==> src/common/logic_engine_cfg.svh <==
// register map and timing constants of the scan-cycle logic engine
// assumes a 32-bit avalon-mm slave with byte addresses
`ifndef LOGIC_ENGINE_CFG_SVH
`define LOGIC_ENGINE_CFG_SVH

`define ADDR_CTRL      8'h00
`define ADDR_FLAG_WR   8'h04
`define ADDR_FLAG_RD   8'h08
`define ADDR_STATUS    8'h0C
`define ADDR_GCFG0     8'h10
`define ADDR_GCFG3     8'h1C
`define ADDR_KEYS      8'h20
`define ADDR_SHIFT     8'h24
`define ADDR_NDI_LO    8'h28
`define ADDR_NDI_HI    8'h2C
`define ADDR_NDO_LO    8'h30
`define ADDR_NDO_HI    8'h34
`define ADDR_AIDX      8'h38
`define ADDR_ADATA     8'h3C

`define CTRL_RUN_BIT     0
`define CTRL_CSCFG_BIT   1
`define CTRL_CSUSED_BIT  2
`define CTRL_RESET       3'h0
`define FLAG_RESET       8'h00
`define GCFG_RESET       12'h000
`define CYCLE_TIME_NS    160
`define CLK_PERIOD_NS    10

`endif

==> src/common/logic_engine_pkg.sv <==
// types shared by the scan-cycle logic engine
// assumes logic_engine_cfg.svh for numeric constants
package logic_engine_pkg;

    typedef struct packed {
        logic charset;
        logic red_panel;
        logic red_base;
        logic amber_panel;
        logic amber_base;
        logic white_panel;
        logic white_base;
        logic startup;
    } flags_s;

    typedef struct packed {
        logic [3:0] panel_key;
        logic [3:0] cursor_key;
    } keys_s;

    typedef enum logic [1:0] {
        SRC_OPEN = 2'b00,
        SRC_PIN  = 2'b01,
        SRC_LO   = 2'b10,
        SRC_HI   = 2'b11
    } src_e;

    typedef struct packed {
        logic inv;
        src_e src;
    } pin_cfg_s;

    typedef enum logic [1:0] {
        ST_IDLE  = 2'b00,
        ST_FIRST = 2'b01,
        ST_RUN   = 2'b10
    } seq_e;

endpackage

==> src/logic_engine.sv <==
// scan-cycle logic engine: special flags, shift bits, keys, network i/o, basic gates
// assumes an avalon-mm master with waitrequest and synchronous inputs on clk
// Operation
// - startup flag high during first cycle only
// - later, startup flag behaves as ordinary flag
// - white flag lights white backlight
// - amber flag lights amber backlight
// - red flag lights red backlight
// - charset flag picks first or second set
// - unused charset flag: configured set applies
// - flags show previous cycle, held all cycle
// - network writes flags; charset needs program use
// - 32 shift bits, read-only, shift function writes
// - four cursor keys, panel equals base
// - four panel function keys as inputs
// - 64/32/64/16 network digital/analog inputs/outputs
// - every gate input individually invertible
// - and gives 1 only when all 1
// - open and/nand inputs read as 1
// - edge and: all 1 now, some 0 before
// - nand gives 0 only when all 1
// - or: any 1; open inputs read 0
// - nor: all 0; open inputs read 0
// - xor: inputs differ; open inputs read 0
//
// The address map and the Avalon-MM register port are this design's own decisions.
`timescale 1ns/1ps
`include "logic_engine_cfg.svh"

module logic_engine #(
    parameter int CYCLE_CLKS = `CYCLE_TIME_NS / `CLK_PERIOD_NS,
    parameter int NDI = 64,
    parameter int NET_ANALOG_IN = 32,
    parameter int NDO = 64,
    parameter int NAO = 16,
    parameter int AW = 16
) (
    input wire logic clk,
    input wire logic rst_n,
    input wire logic [7:0] address,
    input wire logic read,
    input wire logic write,
    input wire logic [31:0] writedata,
    output logic [31:0] readdata,
    output logic waitrequest,
    input wire logic [7:0][3:0] gate_in,
    output logic [7:0] gate_out,
    input wire logic [3:0] cursor_key,
    input wire logic [3:0] text_display_panel_cursor_key,
    input wire logic [3:0] panel_key,
    input wire logic [NDI-1:0] net_digital_in,
    input wire logic [NET_ANALOG_IN-1:0][AW-1:0] net_analog_in,
    output logic [NDO-1:0] net_digital_out,
    output logic [NAO-1:0][AW-1:0] net_analog_out,
    input wire logic shift_load,
    input wire logic [31:0] shift_data,
    output logic [31:0] shift_bits,
    output logic startup_flag,
    output logic white_backlight_base,
    output logic white_backlight_panel,
    output logic amber_backlight_base,
    output logic amber_backlight_panel,
    output logic red_backlight_base,
    output logic red_backlight_panel,
    output logic charset_select_flag,
    output logic cycle_tick
);

    localparam int CW = $clog2(CYCLE_CLKS + 1);

    logic [2:0] ctrl_r;
    logic_engine_pkg::flags_s flag_wr_r;
    logic_engine_pkg::flags_s flags_r;
    logic_engine_pkg::keys_s keys_r;
    logic_engine_pkg::seq_e seq_r;
    logic [CW-1:0] cnt_r;
    logic tick_r;
    logic wait_r;
    logic [31:0] rdata_r;
    logic [7:0][11:0] gcfg_r;
    logic [7:0][3:0] res;
    logic [7:0][3:0] prev_r;
    logic [7:0] gate_r;
    logic [31:0] shift_r;
    logic [NDI-1:0] ndi_r;
    logic [NDO-1:0] ndo_wr_r;
    logic [NDO-1:0] ndo_r;
    logic [NAO-1:0][AW-1:0] nao_r;
    logic [4:0] aidx_r;
    logic req;
    logic take;

    assign req = read | write;
    assign take = req & ~wait_r;

    // resolve one gate input: source select, open default, then inversion
    function automatic logic pin_val(input logic [2:0] cfg, input logic pin, input logic open_v);
        logic_engine_pkg::pin_cfg_s c;
        logic v;
        c = cfg;
        case (c.src)
            logic_engine_pkg::SRC_OPEN: v = open_v;
            logic_engine_pkg::SRC_PIN: v = pin;
            logic_engine_pkg::SRC_LO: v = 1'b0;
            default: v = 1'b1;
        endcase
        return v ^ c.inv;
    endfunction

    // open inputs: 1 for the and/nand family, 0 for the rest
    generate
        for (genvar b = 0; b < 8; b++) begin : g_blk
            for (genvar i = 0; i < 4; i++) begin : g_pin
                assign res[b][i] = pin_val(gcfg_r[b][3*i +: 3], gate_in[b][i],
                                           b < 4);
            end
        end
    endgenerate

    // program cycle sequencer
    always_ff @(posedge clk) begin
        if (!rst_n) begin
            seq_r <= logic_engine_pkg::ST_IDLE;
            cnt_r <= '0;
            tick_r <= 1'b0;
        end else begin
            tick_r <= 1'b0;
            case (seq_r)
                logic_engine_pkg::ST_IDLE: begin
                    cnt_r <= '0;
                    if (ctrl_r[`CTRL_RUN_BIT]) begin
                        seq_r <= logic_engine_pkg::ST_FIRST;
                    end
                end
                default: begin
                    // first stays visible at the edge that applies its tick
                    if (tick_r) begin
                        seq_r <= logic_engine_pkg::ST_RUN;
                    end
                    if (!ctrl_r[`CTRL_RUN_BIT]) begin
                        seq_r <= logic_engine_pkg::ST_IDLE;
                    end else if (cnt_r == CW'(CYCLE_CLKS - 1)) begin
                        cnt_r <= '0;
                        tick_r <= 1'b1;
                    end else begin
                        cnt_r <= cnt_r + 1'b1;
                    end
                end
            endcase
        end
    end

    // special flags change only at a cycle boundary
    always_ff @(posedge clk) begin
        if (!rst_n) begin
            flags_r <= `FLAG_RESET;
        end else if (seq_r == logic_engine_pkg::ST_IDLE && ctrl_r[`CTRL_RUN_BIT]) begin
            flags_r.startup <= 1'b1;
        end else if (tick_r) begin
            flags_r <= flag_wr_r;
            if (seq_r == logic_engine_pkg::ST_FIRST) begin
                flags_r.startup <= 1'b0;
            end else begin
                flags_r.startup <= flag_wr_r.startup;
            end
            if (!ctrl_r[`CTRL_CSUSED_BIT]) begin
                flags_r.charset <= ctrl_r[`CTRL_CSCFG_BIT];
            end else begin
                flags_r.charset <= flag_wr_r.charset;
            end
        end
    end

    // input image and gate outputs, taken once per cycle
    always_ff @(posedge clk) begin
        if (!rst_n) begin
            keys_r <= '0;
            ndi_r <= '0;
            prev_r <= '1;
            gate_r <= '0;
        end else if (tick_r) begin
            keys_r.cursor_key <= cursor_key | text_display_panel_cursor_key;
            keys_r.panel_key <= panel_key;
            ndi_r <= net_digital_in;
            prev_r <= res;
            gate_r[0] <= &res[0];
            gate_r[1] <= (&res[1]) & ~(&prev_r[1]);
            gate_r[2] <= ~(&res[2]);
            gate_r[3] <= ~(&res[3]) & (&prev_r[3]);
            gate_r[4] <= |res[4];
            gate_r[5] <= ~(|res[5]);
            gate_r[6] <= res[6][0] ^ res[6][1];
            gate_r[7] <= ~res[7][0];
        end
    end

    // shift bits: only the shift function port may load them
    always_ff @(posedge clk) begin
        if (!rst_n) begin
            shift_r <= '0;
        end else if (shift_load) begin
            shift_r <= shift_data;
        end
    end

    // network digital outputs follow their written image at the boundary; analog outputs take bus writes at once
    always_ff @(posedge clk) begin
        if (!rst_n) begin
            ndo_r <= '0;
        end else if (tick_r) begin
            ndo_r <= ndo_wr_r;
        end
    end

    // avalon handshake: one wait cycle, then the access completes
    always_ff @(posedge clk) begin
        if (!rst_n) begin
            wait_r <= 1'b1;
        end else begin
            wait_r <= ~(req & wait_r);
        end
    end

    // register writes
    always_ff @(posedge clk) begin
        if (!rst_n) begin
            ctrl_r <= `CTRL_RESET;
            flag_wr_r <= `FLAG_RESET;
            gcfg_r <= {8{`GCFG_RESET}};
            ndo_wr_r <= '0;
            nao_r <= '0;
            aidx_r <= '0;
        end else if (take && write) begin
            if (address == `ADDR_CTRL) begin
                ctrl_r <= writedata[2:0];
            end else if (address == `ADDR_FLAG_WR) begin
                flag_wr_r <= writedata[7:0];
            end else if (address >= `ADDR_GCFG0 && address <= `ADDR_GCFG3) begin
                gcfg_r[{address[3:2], 1'b0}] <= writedata[11:0];
                gcfg_r[{address[3:2], 1'b1}] <= writedata[27:16];
            end else if (address == `ADDR_NDO_LO) begin
                ndo_wr_r[31:0] <= writedata;
            end else if (address == `ADDR_NDO_HI) begin
                ndo_wr_r[NDO-1:32] <= writedata[NDO-33:0];
            end else if (address == `ADDR_AIDX) begin
                aidx_r <= writedata[4:0];
            end else if (address == `ADDR_ADATA && 32'(aidx_r) < NAO) begin
                nao_r[aidx_r[3:0]] <= writedata[AW-1:0];
            end
        end
    end

    // read data prepared in the wait cycle so it stands at the taking edge
    always_ff @(posedge clk) begin
        if (!rst_n) begin
            rdata_r <= '0;
        end else if (read && wait_r) begin
            if (address == `ADDR_CTRL) begin
                rdata_r <= {29'h0, ctrl_r};
            end else if (address == `ADDR_FLAG_WR) begin
                rdata_r <= {24'h0, flag_wr_r};
            end else if (address == `ADDR_FLAG_RD) begin
                rdata_r <= {24'h0, flags_r};
            end else if (address == `ADDR_STATUS) begin
                rdata_r <= {14'h0, seq_r, gate_r, 8'h0};
            end else if (address >= `ADDR_GCFG0 && address <= `ADDR_GCFG3) begin
                rdata_r <= {4'h0, gcfg_r[{address[3:2], 1'b1}],
                            4'h0, gcfg_r[{address[3:2], 1'b0}]};
            end else if (address == `ADDR_KEYS) begin
                rdata_r <= {24'h0, keys_r};
            end else if (address == `ADDR_SHIFT) begin
                rdata_r <= shift_r;
            end else if (address == `ADDR_NDI_LO) begin
                rdata_r <= ndi_r[31:0];
            end else if (address == `ADDR_NDI_HI) begin
                rdata_r <= ndi_r[NDI-1:32];
            end else if (address == `ADDR_NDO_LO) begin
                rdata_r <= ndo_wr_r[31:0];
            end else if (address == `ADDR_NDO_HI) begin
                rdata_r <= ndo_wr_r[NDO-1:32];
            end else if (address == `ADDR_AIDX) begin
                rdata_r <= {27'h0, aidx_r};
            end else if (address == `ADDR_ADATA && 32'(aidx_r) < NET_ANALOG_IN) begin
                rdata_r <= 32'(net_analog_in[aidx_r]);
            end else begin
                rdata_r <= '0;
            end
        end
    end

    assign readdata = rdata_r;
    assign waitrequest = wait_r;
    assign gate_out = gate_r;
    assign shift_bits = shift_r;
    assign net_digital_out = ndo_r;
    assign net_analog_out = nao_r;
    assign cycle_tick = tick_r;
    assign startup_flag = flags_r.startup;
    assign white_backlight_base = flags_r.white_base;
    assign white_backlight_panel = flags_r.white_panel;
    assign amber_backlight_base = flags_r.amber_base;
    assign amber_backlight_panel = flags_r.amber_panel;
    assign red_backlight_base = flags_r.red_base;
    assign red_backlight_panel = flags_r.red_panel;
    assign charset_select_flag = flags_r.charset;
endmodule // logic_engine

==> config.mk <==
export PLATFORM = sky130hd
export DESIGN_NAME = logic_engine
export DESIGN_NICKNAME = d
export VERILOG_FILES = /design/src/common/logic_engine_pkg.sv /design/src/logic_engine.sv
export VERILOG_INCLUDE_DIRS = /design/src /design/src/common
export SDC_FILE = /design/constraint.sdc
export NUM_CORES = 2
export LEC_CHECK = 0
export BUFFER_PORTS_ARGS = -buffer_cell sky130_fd_sc_hd__buf_2
export CAP_MARGIN = 20
export CORE_AREA = 2 2 426 428
export DETAILED_ROUTE_END_ITERATION = 10
export DIE_AREA = 0 0 428 430
export GPL_TIMING_DRIVEN = 1
export PLACE_DENSITY_LB_ADDON = 0.05
export SKIP_CTS_REPAIR_TIMING = 1
export SLEW_MARGIN = 20
export SYNTH_ARGS = -nofsm -noshare
export SYNTH_HDL_FRONTEND = slang
export SYNTH_SLANG_ARGS = --single-unit
==> constraint.sdc <==
create_clock -name clk -period 3.5 [get_ports clk]
set_input_delay 0.175 -clock clk [delete_from_list [all_inputs] [get_ports clk]]
set_output_delay 0.175 -clock clk [all_outputs]
set_load 0.02 [all_outputs]
==> results.toml <==
[yosys]
netlist_area_um2 = 31100
yosysWarnings = 0
seq_area_frac_synth_pct = 42.7
syn_nets = 3963
synth_top_area_share_pct = 42.7
synth_seq_cells = 665
synth-adder-area-share_pct = 0.0402
ys_top_cells_by_area = "dfxtp_1 (43%), mux2i_1 (16%), mux4_2 (10%), nand2_1 (7.6%), a21oi_1 (4.2%)"
yosysUniqueCellTypes = 79
synth_compound_area_share_pct = 11.6
synth_top_family_by_area = "multiplexers"
syn_area_per_cell_um2 = 9.54
synth_xor_area_share_pct = 0.872
ys_top_cells_by_count = "dfxtp_1 (665), nand2_1 (627), mux2i_1 (498)"
async_flop_share_pct = 0
synth_most_common_cell = "dfxtp_1"
ys.flop_type = "dfxtp_1"
synthSimpleGateAreaFrac_pct = 14.2
synthMuxAreaShare_pct = 26.3
yosys.area.top_type = "dfxtp_1"
netlist_instances = 3265
synth_edf_count = 0

[die]
core_um2 = 180000
fp.dieW_um = 428
die_area_um2 = 184000
die-height_um = 430
num_rows = 156
start_util_pct = 17.3
io_pins = 1099

[clock_tree]
cts_root_buf = "clkbuf_16"
cts_buffers = 90
cts.sinks = 665
clock_tree.buffer_depth = 3
cts_tree = "done"
htree_num_levels = 3
worstSkewPairLatency_ns = 0.71
clkTransAtPathRegs_ns = 0.06

[sta]
relSlewSlack_pct = 27.7
tightest_slew_ns = 1.08
min_period_ns = 3.20
setup_tns_ns = 0
finalHoldViolations = 0
setup_viol = 0
drv_slew = 0
rsz0062_at_grt = "no"
post-route-period-util_pct = 91.6
skew_ns = 0.0395
fmax_mhz = 312

[outcome]
status = "finished, final reports clean"

[global_routing]
grt_pass1_wl_um = 285000
grt_overflow = 0
antenna_found_initial = 87
grt_pass1_vias = 29300
track_usage_pct = 22.7
grt_max_degree = 151

[power_and_ir_drop]
vdd_drop_max_mv = 0.328
p_leak_nw = 18.2
power_density_nw_per_um2 = 424

[final_layout]
stdcell_count = 6897
utilization_pct = 24.4
area_growth_pct = 41.0
final_layout_size_suffix_gt1_share_pct = 34.2
final_nets = 5132

[route]
ant_nets = 0
drt-total-wl_um = 218000
wire_per_inst_um = 31.6
vias = 30700
vias_per_cell = 4.45
detail_route.drc_violations = 0
drt_iter0_drc = 2242
drt-pass1-iter-count = 5

[hold_path]
hold_class = "input pin to register"

[worst_setup_path]
rrSetupSlack_ns = 0.30
critPathArrivalTime_ns = 3.79
startpoint_type = "register"
worstPathRequired_ns = 4.09
endpoint_kind = "register"
cp_max_fo = 46
crit_type = "register to register"

[placement]
gp_congestion = 0.895
post-place-cells = 6574
port-buffer-count = 1093
dp_hpwl_um = 173000

[job]
maxCapViolations = 0
==> critical path, cell delays in order, from the launching register on <==
cell	delay [ns]
dfxtp_4	0.44
buf_12	0.32
mux4_2	0.58
mux2i_1	0.60
o22ai_1	0.16
a211oi_1	0.40
buf_4	0.22
o21ai_0	0.09
a22o_1	0.21
==> routing by layer <==
metal  vias up  global-route usage [%]  share of wire, %
met4        28                    4.58               1.9
met1     15300                    30.1                44
met3       230                    4.57               5.6
li1      14000                       -                 -
met2      1095                    38.1                48
met5         -                       0             0.081
==> registers in the layout, summed over array words and instances (netlist names), 2 cells and up <==
register and flops:
aidx_r 5, cnt_r 5, ctrl_r 3, flag_wr_r 8, gate_out 8, gcfg_r 96
keys_r 8, ndi_r 64, ndo_wr_r 64, net_analog_out 256, net_digital_out 64, prev_r 8
readdata 32, seq_r 2, shift_bits 32
==> power by group <==
part,internal (mW),total (mW),switching [mW]
logic,0.644,1.63,0.986
registers,7.60,7.64,0.0421
clock network,5.41,9.34,3.93
total,13.7,18.6,4.96
==> placed cells by master (no fill, tap or decap), types with 11 or more instances in the layout <==
cell type / netlist / routed
a21oi_1: 260 / 259
a222oi_1: 15 / 15
a22o_1: 11 / 11
a22oi_1: 75 / 75
a31oi_1: 16 / 16
buf_12: 1 / 13
buf_2: 38 / 1089
buf_4: 14 / 117
clkbuf_1: 195 / 33
clkbuf_16: 0 / 92
clkbuf_8: 0 / 19
dfxtp_1: 665 / 661
diode_2: 0 / 22
dlygate4sd3_1: 0 / 138
mux2i_1: 498 / 498
mux4_2: 140 / 140
nand2_1: 627 / 626
nand3_1: 37 / 37
nor2_1: 262 / 257
nor2b_1: 14 / 12
nor3_1: 14 / 12
o21ai_0: 130 / 130
o22ai_1: 26 / 26
xnor2_1: 27 / 27
==> worst paths after layout <==
path	from	to	cells past startpoint
setup / recovery	aidx_r[1]	readdata[1]	8
hold / removal	gate_in[28]	gate_out[7]	5
setup reg to reg	aidx_r[1]	readdata[1]	8
hold reg to reg	cnt_r[4]	cycle_tick	1
==> per-stage QoR <==
step	hold slack, ns	total power, mW	setup slack, ns	cell area, um^2
floorplan	0.291	8.32	1.13	31100
global route	0.0327	19.3	0.230	43900
finish	0.0596	18.6	0.295	43900
CTS	-0.388	18.8	0.334	42500
detailed placement	0.418	9.30	0.366	39500
global placement	0.410	9.31	0.348	39500
==> layout make-up <==
cell class                      instances  area [um^2]
Antenna cell                           22         55.1
Clock buffer                          144         2690
Clock inverter                         19          240
Fill cell                           19700       136000
Inverter                                9         41.3
Multi-Input combinational cell       2310        16600
Sequential cell                       665        13300
Tap cell                             2370         2970
Timing Repair Buffer                 1358         7990
==> logic make-up (layout without fill, tap and decap cells) <==
kind of cell               count (synthesis)  in the layout
and+or+nand+nor                         1032           1032
DFF                                      665            665
muxes                                    643            643
AOI/OAI and AO/OA                        603            603
buffers and inverters                    290           1530
xor gates and xnor gates                  31             31
adders and majority gates                  1              1
other                                      0             22
(Power assumes the default switching activity.)
